**config.mk**
```make
export PLATFORM = sky130hd
export DESIGN_NAME = spc_pin_config
export DESIGN_NICKNAME = d
export VERILOG_FILES = /design/src/verilog/spc_pkg.sv /design/src/verilog/spc_pin_config.sv
export SDC_FILE = /design/constraint.sdc
export NUM_CORES = 1
export LEC_CHECK = 0
export ABC_AREA = 1
export BUFFER_PORTS_ARGS = -buffer_cell sky130_fd_sc_hd__buf_2
export CAP_MARGIN = 20
export CORE_MARGIN = 1.5
export CORE_UTILIZATION = 45
export CTS_BUF_LIST = sky130_fd_sc_hd__clkbuf_4 sky130_fd_sc_hd__clkbuf_8
export CTS_CLUSTER_DIAMETER = 120
export CTS_CLUSTER_SIZE = 12
export DETAILED_ROUTE_END_ITERATION = 10
export GPL_TIMING_DRIVEN = 0
export PLACE_DENSITY = 0.74
export SLEW_MARGIN = 20
export SYNTH_ARGS = -nofsm -noshare
export SYNTH_HDL_FRONTEND = slang
export SYNTH_SLANG_ARGS = --single-unit
```
**constraint.sdc**
```tcl
create_clock -name aclk -period 1.2 [get_ports aclk]
set_input_delay 0.18 -clock aclk [delete_from_list [all_inputs] [get_ports aclk]]
set_output_delay 0.18 -clock aclk [all_outputs]
set_load 0.03 [all_outputs]
```
**src/verilog/spc_pkg.sv**
```systemverilog
package spc_pkg;

  localparam int ADDR_W = 8;

  localparam logic [ADDR_W-1:0] STS_OFS = 8'h80;
  localparam logic [ADDR_W-1:0] ENA_OFS = 8'h84;
  localparam logic [ADDR_W-1:0] PFC_OFS = 8'h88;

  localparam logic [31:0] CFG_WMASK = 32'h7777071f;
  localparam logic [31:0] CFG_RST = 32'h00000000;
  localparam logic [2:0] IRQ_RST = 3'h0;

  localparam logic [1:0] RESP_OKAY = 2'h0;
  localparam logic [1:0] RESP_DECERR = 2'h3;

  localparam int CLK_PERIOD_NS = 10;
  localparam int FILT_NS = 40;
  // Level must stay strictly longer than the filter time
  localparam int FILT_CYC = FILT_NS / CLK_PERIOD_NS + 1;
  localparam logic [2:0] FILT_CNT = 3'(FILT_CYC);

  typedef enum logic [2:0] {
    EE_NATIVE = 3'h0,
    EE_GPO = 3'h1,
    EE_RSV2 = 3'h2,
    EE_GPO_RXDV = 3'h3,
    EE_RSV4 = 3'h4,
    EE_TXEN_GPO = 3'h5,
    EE_TXEN_RXDV = 3'h6,
    EE_CLKS = 3'h7
  } spc_ee_mode_t;

  typedef struct packed {
    logic rsv31;
    logic [2:0] led_select;
    logic rsv27;
    logic [2:0] pin_irq_level_sel;
    logic rsv23;
    spc_ee_mode_t eeprom_pin_function;
    logic rsv19;
    logic [2:0] pin_drive_type;
    logic [4:0] rsv15;
    logic [2:0] pin_direction;
    logic [2:0] rsv7;
    logic [1:0] out_only_value;
    logic [2:0] pin_value;
  } spc_cfg_t;

  typedef struct packed {
    logic o;
    logic oe;
  } spc_pin_t;

endpackage

```
**src/verilog/spc_pin_config.sv**
```systemverilog
// Operation
// - Bits 30:28 pick LED output (1) or general pin (0) per pin.
// - Bits 26:24 pick high (1) or low (0) level to flag each pin not in LED mode.
// - A pin interrupt reaches the output only when its enable is set.
// - A level must last over 40 ns before it counts as interrupt.
// - Bits 22:20 choose what the two EEPROM pins carry.
// - Bits 18:16 pick push-pull (1) or open-drain (0) drive.
// - Bits 10:8 make a pin an output (1) or an input (0).
// - Bits 4:3 drive output-only pins a and b.
// - Bits 2:0 drive output pins; reads return live pin levels.
`timescale 1ns/100ps
module spc_pin_config
  import spc_pkg::*;
(
  input wire logic aclk,
  input wire logic aresetn,
  input wire logic [ADDR_W-1:0] awaddr,
  input wire logic awvalid,
  output logic awready,
  input wire logic [31:0] wdata,
  input wire logic [3:0] wstrb,
  input wire logic wvalid,
  output logic wready,
  output logic [1:0] bresp,
  output logic bvalid,
  input wire logic bready,
  input wire logic [ADDR_W-1:0] araddr,
  input wire logic arvalid,
  output logic arready,
  output logic [31:0] rdata,
  output logic [1:0] rresp,
  output logic rvalid,
  input wire logic rready,
  input wire logic [2:0] gpio_i,
  output logic [2:0] gpio_o,
  output logic [2:0] gpio_oe,
  input wire logic [2:0] led_state,
  input wire logic ee_ctl_do,
  input wire logic ee_ctl_oe,
  input wire logic ee_ctl_clk,
  output logic ee_ctl_di,
  input wire logic eeprom_data_pin_i,
  output logic eeprom_data_pin_o,
  output logic eeprom_data_pin_oe,
  output logic eeprom_clock_pin_o,
  output logic eeprom_clock_pin_oe,
  input wire logic tx_en_mon,
  input wire logic tx_clk_mon,
  input wire logic rx_valid_monitor,
  input wire logic rx_clk_mon,
  output logic irq
);

  spc_cfg_t cfg_q, cfg_d;
  logic [2:0] sts_q, sts_d;
  logic [2:0] ena_q, ena_d;
  logic [3:0] sync1_q, sync2_q;
  logic [2:0] pin_s;
  logic [2:0] filt;
  logic aw_have_q, aw_have_d;
  logic w_have_q, w_have_d;
  logic [ADDR_W-1:0] wa_q, wa_d;
  logic [31:0] wd_q, wd_d;
  logic [3:0] ws_q, ws_d;
  logic bvalid_q, bvalid_d;
  logic [1:0] bresp_q, bresp_d;
  logic rvalid_q, rvalid_d;
  logic [1:0] rresp_q, rresp_d;
  logic [31:0] rdata_q, rdata_d;
  logic do_wr;
  logic [31:0] bm;

  function automatic logic [31:0] byte_mask(input logic [3:0] s);
    logic [31:0] m;
    m = 32'h0;
    for (int b = 0; b < 4; b++) begin
      m[b*8 +: 8] = {8{s[b]}};
    end
    return m;
  endfunction

  // Two-stage synchronisers for pins
  always_ff @(posedge aclk) begin
    if (!aresetn) begin
      sync1_q <= 4'h0;
      sync2_q <= 4'h0;
    end else begin
      sync1_q <= {eeprom_data_pin_i, gpio_i};
      sync2_q <= sync1_q;
    end
  end

  assign pin_s = sync2_q[2:0];
  assign ee_ctl_di = sync2_q[3];

  // AXI4-Lite handshakes
  assign awready = !aw_have_q;
  assign wready = !w_have_q;
  assign arready = !rvalid_q;
  assign bvalid = bvalid_q;
  assign bresp = bresp_q;
  assign rvalid = rvalid_q;
  assign rresp = rresp_q;
  assign rdata = rdata_q;
  assign do_wr = aw_have_q && w_have_q && !bvalid_q;
  assign bm = byte_mask(ws_q);

  always_comb begin
    aw_have_d = aw_have_q;
    w_have_d = w_have_q;
    wa_d = wa_q;
    wd_d = wd_q;
    ws_d = ws_q;
    bvalid_d = bvalid_q;
    bresp_d = bresp_q;
    rvalid_d = rvalid_q;
    rresp_d = rresp_q;
    rdata_d = rdata_q;
    if (awvalid && !aw_have_q) begin
      aw_have_d = 1'b1;
      wa_d = awaddr;
    end
    if (wvalid && !w_have_q) begin
      w_have_d = 1'b1;
      wd_d = wdata;
      ws_d = wstrb;
    end
    if (bvalid_q && bready) begin
      bvalid_d = 1'b0;
    end
    if (do_wr) begin
      aw_have_d = 1'b0;
      w_have_d = 1'b0;
      bvalid_d = 1'b1;
      if (wa_q == PFC_OFS || wa_q == STS_OFS || wa_q == ENA_OFS) begin
        bresp_d = RESP_OKAY;
      end else begin
        bresp_d = RESP_DECERR;
      end
    end
    if (rvalid_q && rready) begin
      rvalid_d = 1'b0;
    end
    if (arvalid && !rvalid_q) begin
      rvalid_d = 1'b1;
      rresp_d = RESP_OKAY;
      if (araddr == PFC_OFS) begin
        // Data bits return the live pin levels
        rdata_d = {cfg_q[31:3] & CFG_WMASK[31:3], pin_s};
      end else if (araddr == STS_OFS) begin
        rdata_d = {29'h0, sts_q};
      end else if (araddr == ENA_OFS) begin
        rdata_d = {29'h0, ena_q};
      end else begin
        rdata_d = 32'h0;
        rresp_d = RESP_DECERR;
      end
    end
  end

  always_ff @(posedge aclk) begin
    if (!aresetn) begin
      aw_have_q <= 1'b0;
      w_have_q <= 1'b0;
      wa_q <= 8'h0;
      wd_q <= 32'h0;
      ws_q <= 4'h0;
      bvalid_q <= 1'b0;
      bresp_q <= RESP_OKAY;
      rvalid_q <= 1'b0;
      rresp_q <= RESP_OKAY;
      rdata_q <= 32'h0;
    end else begin
      aw_have_q <= aw_have_d;
      w_have_q <= w_have_d;
      wa_q <= wa_d;
      wd_q <= wd_d;
      ws_q <= ws_d;
      bvalid_q <= bvalid_d;
      bresp_q <= bresp_d;
      rvalid_q <= rvalid_d;
      rresp_q <= rresp_d;
      rdata_q <= rdata_d;
    end
  end

  // Register file; hardware set wins over write-one-clear
  always_comb begin
    cfg_d = cfg_q;
    ena_d = ena_q;
    sts_d = sts_q;
    if (do_wr && wa_q == PFC_OFS) begin
      cfg_d = (cfg_q & ~bm) | (wd_q & bm & CFG_WMASK);
    end
    if (do_wr && wa_q == ENA_OFS) begin
      ena_d = (ena_q & ~bm[2:0]) | (wd_q[2:0] & bm[2:0]);
    end
    if (do_wr && wa_q == STS_OFS) begin
      sts_d = sts_q & ~(wd_q[2:0] & bm[2:0]);
    end
    sts_d = sts_d | filt;
  end

  always_ff @(posedge aclk) begin
    if (!aresetn) begin
      cfg_q <= CFG_RST;
      sts_q <= IRQ_RST;
      ena_q <= IRQ_RST;
    end else begin
      cfg_q <= cfg_d;
      sts_q <= sts_d;
      ena_q <= ena_d;
    end
  end

  assign irq = |(sts_q & ena_q);
  // Per pin: level filter and output driver
  for (genvar i = 0; i < 3; i++) begin : g_pin
    logic [2:0] cnt_q, cnt_d;
    logic act;
    spc_pin_t drv;

    always_comb begin
      act = (pin_s[i] == cfg_q.pin_irq_level_sel[i])
        && !cfg_q.led_select[i];
      cnt_d = cnt_q;
      if (!act) begin
        cnt_d = 3'h0;
      end else if (cnt_q != FILT_CNT) begin
        cnt_d = cnt_q + 3'h1;
      end
      if (cfg_q.led_select[i]) begin
        drv = '{o: led_state[i], oe: 1'b1};
      end else if (!cfg_q.pin_direction[i]) begin
        drv = '{o: 1'b0, oe: 1'b0};
      end else if (cfg_q.pin_drive_type[i]) begin
        drv = '{o: cfg_q.pin_value[i], oe: 1'b1};
      end else begin
        drv = '{o: 1'b0, oe: !cfg_q.pin_value[i]};
      end
    end

    always_ff @(posedge aclk) begin
      if (!aresetn) begin
        cnt_q <= 3'h0;
      end else begin
        cnt_q <= cnt_d;
      end
    end

    assign filt[i] = (cnt_q == FILT_CNT);
    assign gpio_o[i] = drv.o;
    assign gpio_oe[i] = drv.oe;
  end

  // EEPROM pin function mux
  always_comb begin
    eeprom_data_pin_o = 1'b0;
    eeprom_data_pin_oe = 1'b1;
    eeprom_clock_pin_o = 1'b0;
    eeprom_clock_pin_oe = 1'b1;
    case (cfg_q.eeprom_pin_function)
      EE_NATIVE: begin
        eeprom_data_pin_o = ee_ctl_do;
        eeprom_data_pin_oe = ee_ctl_oe;
        eeprom_clock_pin_o = ee_ctl_clk;
      end
      EE_GPO: begin
        eeprom_data_pin_o = cfg_q.out_only_value[0];
        eeprom_clock_pin_o = cfg_q.out_only_value[1];
      end
      EE_GPO_RXDV: begin
        eeprom_data_pin_o = cfg_q.out_only_value[0];
        eeprom_clock_pin_o = rx_valid_monitor;
      end
      EE_TXEN_GPO: begin
        eeprom_data_pin_o = tx_en_mon;
        eeprom_clock_pin_o = cfg_q.out_only_value[1];
      end
      EE_TXEN_RXDV: begin
        eeprom_data_pin_o = tx_en_mon;
        eeprom_clock_pin_o = rx_valid_monitor;
      end
      EE_CLKS: begin
        eeprom_data_pin_o = tx_clk_mon;
        eeprom_clock_pin_o = rx_clk_mon;
      end
      // Reserved codes leave both pins undriven
      default: begin
        eeprom_data_pin_oe = 1'b0;
        eeprom_clock_pin_oe = 1'b0;
      end
    endcase
  end
endmodule

```
* Word-level counts from Yosys, hierarchy flattened *
Index checks and enable logic that the tools add are counted.

word-level totals
  register bits = 138
  bits in latches = 0
  RAM bits = 0
  bits in read-only memories = 0
  input bits = 73
  output and inout bits = 53
  logic and storage cells = 130
  memories = 0

cells by class
  $add $sub $neg = 3
  multipliers = 0
  divide/modulo/power cells = 0
  $lt $le $gt $ge = 0
  equality and inequality tests = 20
  shifts and indexed selects = 0
  mux-type cells = 25
  bitwise logic cells = 13
  reduce and logical (&&, ||, !) cells = 39

operators by type and width
  kind                   count
  $eq A8 B8 Y1 const B   6
  $and A32 B32 Y32       1
  $not A32 Y32           1
  $or A32 B31 Y32        1
  $and A31 B31 Y31       1
  $mux W31               1
  $mux W2                13
  $eq A3 B3 Y1 const B   6
  $logic_and A1 B1 Y1    13
  $and A3 B3 Y3          4
  $logic_not A1 Y1       10
  $reduce_or A2 Y1       5
  $add A3 B1 Y3 const B  3
  $mux W3                3
  $ne A3 B3 Y1 const B   3
  $pmux W1 S4            2
  $not A3 Y3             2
  $or A3 B3 Y3           2
  $reduce_and A2 Y1      3
  $reduce_or A6 Y1       1
  $mux W1                5
  $reduce_or A5 Y1       1
  $reduce_bool A2 Y1     2
  $eq A1 B1 Y1           3
  7 further kinds        8

* Depth between registers and ports, before layout *
Gate-level depths: netlist (run 1).

  word-level depth = 5
  depth in mapped cells = 9
  mapped depth without buffers = 8

* Worst setup path after synthesis (run 1) *
No wires, ideal clock.

  kind = flip-flop to flip-flop
  start = register rvalid_q (netlist: rvalid)
  end = register rdata_q[17] (netlist: rdata[17])
  setup time = 0.128 ns
  arrival = 1.454 ns
  required time = 1.072 ns
  slack = -0.382 ns
  stages on the path, launching flop included = 7
  buffers on the path = 2
  clock period less this slack = 1.582 ns
  path through = dfxtp_1 > inv_1 > nand2_1 > inv_1 > buf_2 > clkbuf_1 > a21oi_1

between the ends
  word-level cells in the longest chain between the ends = 2

ends and longest elaborated chain
  element                 line                   RTL
  from (decl)             spc_pin_config.sv:67   logic rvalid_q, rvalid_d;
  from (signal assigned)  spc_pin_config.sv:181  rvalid_q <= rvalid_d;
  $logic_not A1 Y1        --
  via arready             spc_pin_config.sv:29   output logic arready,
  $logic_and A1 B1 Y1     spc_pin_config.sv:144  if (arvalid && !rvalid_q) begin
  to (signal assigned)    spc_pin_config.sv:183  rdata_q <= rdata_d;
  to (decl)               spc_pin_config.sv:69   logic [31:0] rdata_q, rdata_d;

The timed path passes the listed nets, and every way through them passes these cells.
A chain may end at the register's enable or synchronous reset.

==> results of run 1 <==
-- power groups by stage --
stage | clock network (uW) | registers, uW | logic [uW]
floorplan | 0 | 3800 | 563
global placement | 0 | 3720 | 908
detailed placement | 0 | 3730 | 938
CTS | 2410 | 3640 | 1010
global route | 2570 | 3660 | 1220
finish | 2400 | 3640 | 1110
-- metal layers --
metal	vias to the layer above	routed length [um]	share of wire, %	track usage (%)
li1	2147	-	-	-
met4	0	231	1.9	5.96
met1	1956	4720	39	26.5
met2	183	6180	52	40.1
met5	-	0	0	0
met3	25	863	7.2	5.62
-- stage by stage --
stage | worst slack (ns) | instance area, um^2 | TNS (ns) | power [uW]
after detailed placement | -0.399 | 5040 | -14.74 | 4670
after global placement | -0.314 | 5040 | -11.92 | 4630
after floorplan | -0.0973 | 4380 | -0.787 | 4360
after CTS | -0.260 | 5660 | -3.64 | 7060
after global routing | -0.352 | 5980 | -8.20 | 7460
final | -0.291 | 5980 | -5.34 | 7160
-- timing repair --
| action | in CTS | in global routing |
|---|---|---|
| hold endpoints to repair | 3 | 0 |
| setup endpoints to repair | 77 | 83 |
| hold buffers | 3 | 0 |
| buffers inserted | 8 | 9 |
| pin swaps | 16 | 16 |
| gates cloned | 1 | 0 |
| gates resized for setup | 111 | 109 |
-- final cells by class --
cell class                 count  share of cell area, %
buffer                        35                   3.98
clock buffer                  11                   2.32
clock inverter                 5                   1.40
inverter                      74                   4.92
multi-input combinational    391                   36.9
sequential                   101                   35.2
tap                          129                   2.70
timing repair buffer         119                   12.6
-- placed cells by master (no fill, tap or decap), types with 2 or more instances in the layout --
cell type	n
inv_4	5
dfxtp_1	70
a21oi_1	60
nor2_2	5
clkinvlp_4	3
buf_2	88
buf_1	2
nand2_1	88
clkbuf_1	7
dfxtp_2	14
nand2_4	5
inv_1	59
nand2_2	12
dfxtp_4	17
o21ai_0	38
inv_2	9
nand3_1	21
clkbuf_8	9
ha_1	6
xnor2_1	6
nor2_4	11
bufinv_16	2
buf_6	23
o21ai_2	11
nor2_1	65
dlygate4sd3_1	3
conb_1	12
nand4_1	2
o21ai_1	12
nand3_4	3
nand3_2	21
clkbuf_4	3
a21oi_2	5
buf_4	29
o211ai_1	3
-- path summary, 6_finish.rpt --
path	end	slack (ns)	cells past startpoint
setup / recovery	eeprom_data_pin_o	-0.29	7
hold / removal	sync1_q[2]	0.02	3
setup reg to reg	register	-0.23	7
hold reg to reg	sync2_q[2]	0.42	2
-- critical path: stages (launching register included) --
cell and delay (ns):
dfxtp_4 0.39, nand2_2 0.09, inv_2 0.04, nand2_2 0.06, nand2_1 0.07, nand2_1 0.06, nand4_1 0.09, buf_6 0.16
-- cell families after synthesis --
group	share of synthesized area [%]
compound gates	15.6
buf+inv	11.2
other cells	0.0871
simple gates	23.2
fa+ha+maj	1.74
xor+xnor	1.22
flops	47.0
==> summary.md, run 1 <==
| Metric | Value |
|---|---|
| IO Port Bufs | 100 |
| Synth area leader | dfxtp_1 |
| Peak VDD IR | approximately 0.00082 V |
| Worst hold margin | 0.0223 ns |
| Clk buf depth | 2 |
| GP Congestion | 0.893 |
| Critical path class | reg2out |
| Most frequent cells after synthesis | 104 x nand2_1, 101 x dfxtp_1, 76 x nor2_1 |
| Nets | 810 |
| DRT Pass-1 Iters | 5 |
| Remaining DRCs | 0 |
| Final worst slack | -0.291 ns |
| Initial core utilization | 46.6% |
| Synth unique cells | 26 |
| Sequential share of the synthesized area | 47.0% |
| Vias in the first global route | just under 4k |
| CP startpoint kind | register |
| Cell Count Post-Placement | between 800 and 900 |
| Hold Vio Cnt, Final | 0 |
| # setup viols final | 33 |
| Most common cell in the synthesized netlist | nand2_1 |
| Largest cells by area after synthesis | dfxtp_1 47%, nand2_1 9.1%, a21oi_1 7.7%, o21ai_0 7.2%, nor2_1 6.6% |
| Comb pwr share | 15.5% |
| Area of the multi-input gates | approximately 2200 um^2 |
| Status | finished with violations |
| Reg2reg start | wa_q[0] |
| Core footprint | 9240 um^2 |
| Starting DRT DRC Count | 346 |
| Reg area | approximately 2100 um^2 |
| Hold Path Origin | gpio_i[2] |
| Row count | 35 |
| Lkg Pwr | 0.00271 uW |
| Synth async-reset ratio | 0% |
| CTS Sinks | 101 |
| Tightest Pin Transition | 0.601 ns |
| Initial antenna violation count | 0 |
| Vias | 4311 |
| Switching Fraction | 28.0% |
| RSZ-0062 raised after global routing | yes |
| Number of synthesized flops with an enable pin | 0 |
| Non-filler instance count after layout | ~870 |
| All-Layer GR Usage | 22.4% |
| Largest net degree at the start of global routing | 17 |
| Worst hold path class | in2reg |
| Synth Cell Area | 4300 um^2 |
| HPWL after detailed placement | between 8 and 9 mm |
| Sw power | 2000 uW |
| Htree depth | 3 |
| Clock slew at reported path FFs | 0.10 ns |
| ANT cells | 0 |
| CTS Buf Count | 9 |
| Skew final | around 0.013 ns |
| Filler Cell Count | 747 |
| Via/cell ratio | 4.98 |
| Top FF cell, synth | dfxtp_1 |
| Max_cap viols | 0 |
| Die area | about 10000 um^2 |
| Final ANT Viol Nets | 0 |
| Io pins | between 100 and 150 |
| Layout cells sized above 1 | 38.2% |
| Pwr/cell area | between 1000 and 1500 nW/um^2 |
| CTS tree | done |
| Slew HR | 59.9% |
| Tmin final | 1.49 ns |
| Syn Inst Count | 591 |
| Die Ht | roughly 100 um |
| Sequential share of power | 50.9% |
| Chip Width | between 100 and 150 um |
| Register bit total from synthesis | just over 100 |
| Crit path arrival time | 1.31 ns |
| Cell Int Power | approximately 5200 uW |
| Mean area per synthesized cell | 7.28 um^2 |
| Fmax | 671 MHz |
| Crit end category | primary output |
| Critical path required time | 1.02 ns |
| Final core utilization | 64.7% |
| Crit-path max FO | 6 |
| Congestion Overflow GR | 0 |
| Ys Warns | 0 |
| Top cell type's share of synthesized area | 47.0% |
| Final period util | 124% |
| Final Max Slew Viols | 0 |
| Clock Tree Root | clkbuf_8 |
| Global-route wire length before repair | around 18 mm |
| Failing checks | setup timing |
| Area grow syn2layout | 38.9% |
| Drt total wl | 12.0 mm |
| Clock power frac | 33.6% |
| Skew-Pair Late Insertion Delay | between 0.3 and 0.4 ns |
| Routed WL per cell | 13.9 um |
No activity file was read; power rests on OpenSTA's default activity.
==> run 2: changes to the inputs <==
--- a/config.mk
+++ b/config.mk
@@ -9,13 +9,12 @@
 export BUFFER_PORTS_ARGS = -buffer_cell sky130_fd_sc_hd__buf_2
 export CAP_MARGIN = 20
 export CORE_MARGIN = 1.5
-export CORE_UTILIZATION = 45
+export CORE_UTILIZATION = 25
 export CTS_BUF_LIST = sky130_fd_sc_hd__clkbuf_4 sky130_fd_sc_hd__clkbuf_8
 export CTS_CLUSTER_DIAMETER = 120
 export CTS_CLUSTER_SIZE = 12
 export DETAILED_ROUTE_END_ITERATION = 10
 export GPL_TIMING_DRIVEN = 0
-export PLACE_DENSITY = 0.74
 export SLEW_MARGIN = 20
 export SYNTH_ARGS = -nofsm -noshare
 export SYNTH_HDL_FRONTEND = slang
==> run 2 against run 1 <==
Net effect:
- the run still ends with setup timing left
- hold slack better by 0.0018 ns
- total power is 3.3% lower
- wire length is 9.3% higher
- utilization is 26 points lower
- cell count is 13% higher
==> summary.md, run 2 (synthesized netlist as in run 1, its figures left out) <==
| Metric | Value |
|---|---|
| Cell Count Post-Placement | 922 (+11%) |
| Nets | 831 (+2.6%) |
| Final Max Slew Viols | 0 (unchanged) |
| Setup TNS | -6.54 ns (-1.20 ns) |
| Routed WL per cell | 13.4 um (-3.2%) |
| Initial core utilization | 25.8% (-21 points) |
| Vias | 4200 (-2.6%) |
| Skew final | 0.0154 ns (+0.00285 ns) |
| Hold Vio Cnt, Final | 0 (unchanged) |
| Tmin final | 1.46 ns (-0.0290 ns) |
| Max_cap viols | 0 (unchanged) |
| Final core utilization | 39.0% (-26 points) |
| Non-filler instance count after layout | 977 (+13%) |
| Critical path class | reg2out |
| ANT cells | 0 (unchanged) |
| Crit path arrival time | 1.28 ns (-0.03 ns) |
| Congestion Overflow GR | 0 (unchanged) |
| Vias in the first global route | 3908 (-0.23%) |
| Clock slew at reported path FFs | 0.09 ns (about the same) |
| Skew-Pair Late Insertion Delay | 0.38 ns (+0.02 ns) |
| Most common cell after layout, fill and taps aside | buf_2 |
| Area grow syn2layout | 51.2% |
| Initial antenna violation count | 0 (unchanged) |
| Drt total wl | 13.1 mm (+9.3%) |
| Tightest Pin Transition | 0.702 ns (+0.101 ns) |
| Worst hold path class | in2reg |
| Failing checks | setup timing |
| Starting DRT DRC Count | 231 (-33%) |
| Io pins | 126 (unchanged) |
| Final period util | 122% (-2.4 points) |
| # setup viols final | 61 (+85%) |
| Layout cells sized above 1 | 44.1% (+5.9 points) |
| Slew HR | 53.2% (-6.7 points) |
| Clk buf depth | 2 (unchanged) |
| Placed cell areas | 5150 um^2 (+2.3%) |
| Die Ht | 134 um (+33%) |
| Final worst slack | -0.262 ns (+0.0290 ns) |
| Die area | 18000 um^2 (+77%) |
| Worst hold margin | 0.0240 ns (+0.00176 ns) |
| Core footprint | 16700 um^2 (+81%) |
| CTS Buf Count | 9 (unchanged) |
| Via/cell ratio | 4.30 (-14%) |
| Htree depth | 3 (unchanged) |
| GP Congestion | 0.763 (-14%) |
| Status | finished with violations |
| Fmax | 684 MHz (+2.0%) |
| RSZ-0062 raised after global routing | yes |
| CTS tree | done |
| Crit-path max FO | 5 (-1) |
| Row count | 47 (+34%) |
| IO Port Bufs | 100 (unchanged) |
| Crit end category | primary output |
| Pwr/cell area | 1060 nW/um^2 (-11%) |
| Design area | 6510 um^2 (+8.8%) |
| HPWL after detailed placement | 9.08 mm (+13%) |
| All-Layer GR Usage | 14.0% (-8.4 points) |
| Hold Path Origin | awaddr[0] |
| Hold depth | 3 (unchanged) |
| Global-route wire length before repair | 19.9 mm (+11%) |
| Clock Tree Root | clkbuf_8 |
| Peak VDD IR | 0.000561 V (-31%) |
| Remaining DRCs | 0 (unchanged) |
| Critical path required time | 1.02 ns (about the same) |
| CP startpoint kind | register |
| Commonest cells after routing, fill and taps aside | 88 x buf_2, 84 x nand2_1, 70 x dfxtp_1 |
| DRT Pass-1 Iters | 4 (-1) |
| Reg2reg start | wa_q[1] |
| R2r setup slk | -0.17 ns (+0.06 ns) |
| Largest net degree at the start of global routing | 17 (unchanged) |
| R2r worst-path depth | 7 (unchanged) |
| Chip Width | 134 um (+33%) |
| CTS Sinks | 101 (unchanged) |
| Lkg Pwr | 0.00287 uW (+5.9%) |
| Final ANT Viol Nets | 0 (unchanged) |
| Worst Hold End | wa_q[0] |
run 2: how the worst max path moves through the flow:
stage             start                  to  slack (ns)
5_1_grt        register  eeprom_clock_pin_o       -0.36
3_5_place_dp   w_have_q            wd_q[22]       -0.40
2_1_floorplan   wa_q[1]            register        -0.1
6_report       register  eeprom_clock_pin_o       -0.26
4_1_cts        register  eeprom_clock_pin_o       -0.28
3_3_place_gp   w_have_q            wd_q[22]       -0.37
run 2: per-stage QoR:
stage	setup WS, ns	power (uW)
after floorplan	-0.0973	4360
after global placement	-0.372	4660
after detailed placement	-0.396	4680
after CTS	-0.277	6750
after global routing	-0.361	7280
final	-0.262	6920
run 2: what timing repair did:
action,in CTS,in global routing
pin swaps,21,25
cloned,1,4
setup endpoints to repair,80,83
setup buffers,24,11
endpoints found under the hold margin,3,0
hold buffers,3,0
gates resized for setup,165,128
run 2: critical path, cell delays in order (launching register included):
cell     delay [ns]
dfxtp_4        0.38
nor2_2         0.10
nand2_1        0.08
inv_2          0.07
nand2_1        0.05
nand4_1        0.10
buf_6          0.14
run 2: final cells by class:
type                    count  area, um^2
inverters                  74         298
multi-input cells         391        2400
flip-flops and latches    101        2100
repair buffers            139         988
clock inverters             4        26.3
well taps                 220         275
repair inverters            1        8.76
plain buffers              35         260
fillers                  1725       10200
clock buffers              12         146
run 2: per-layer routing:
metal	vias to the layer above	part of all wire [%]	wire length (um)	track usage, %
met5	-	0	0	0
met4	0	0.72	95	3.41
met3	10	4.5	594	3.78
met2	92	49	6410	22.8
met1	1907	46	6010	18.3
li1	2191	-	-	-
run 2: where the power goes:
part	switching (uW)	internal [uW]	leakage, uW
Combinational	778	531	0.00193
Clock	1150	822	0.0000906
Sequential	129	3510	0.000848
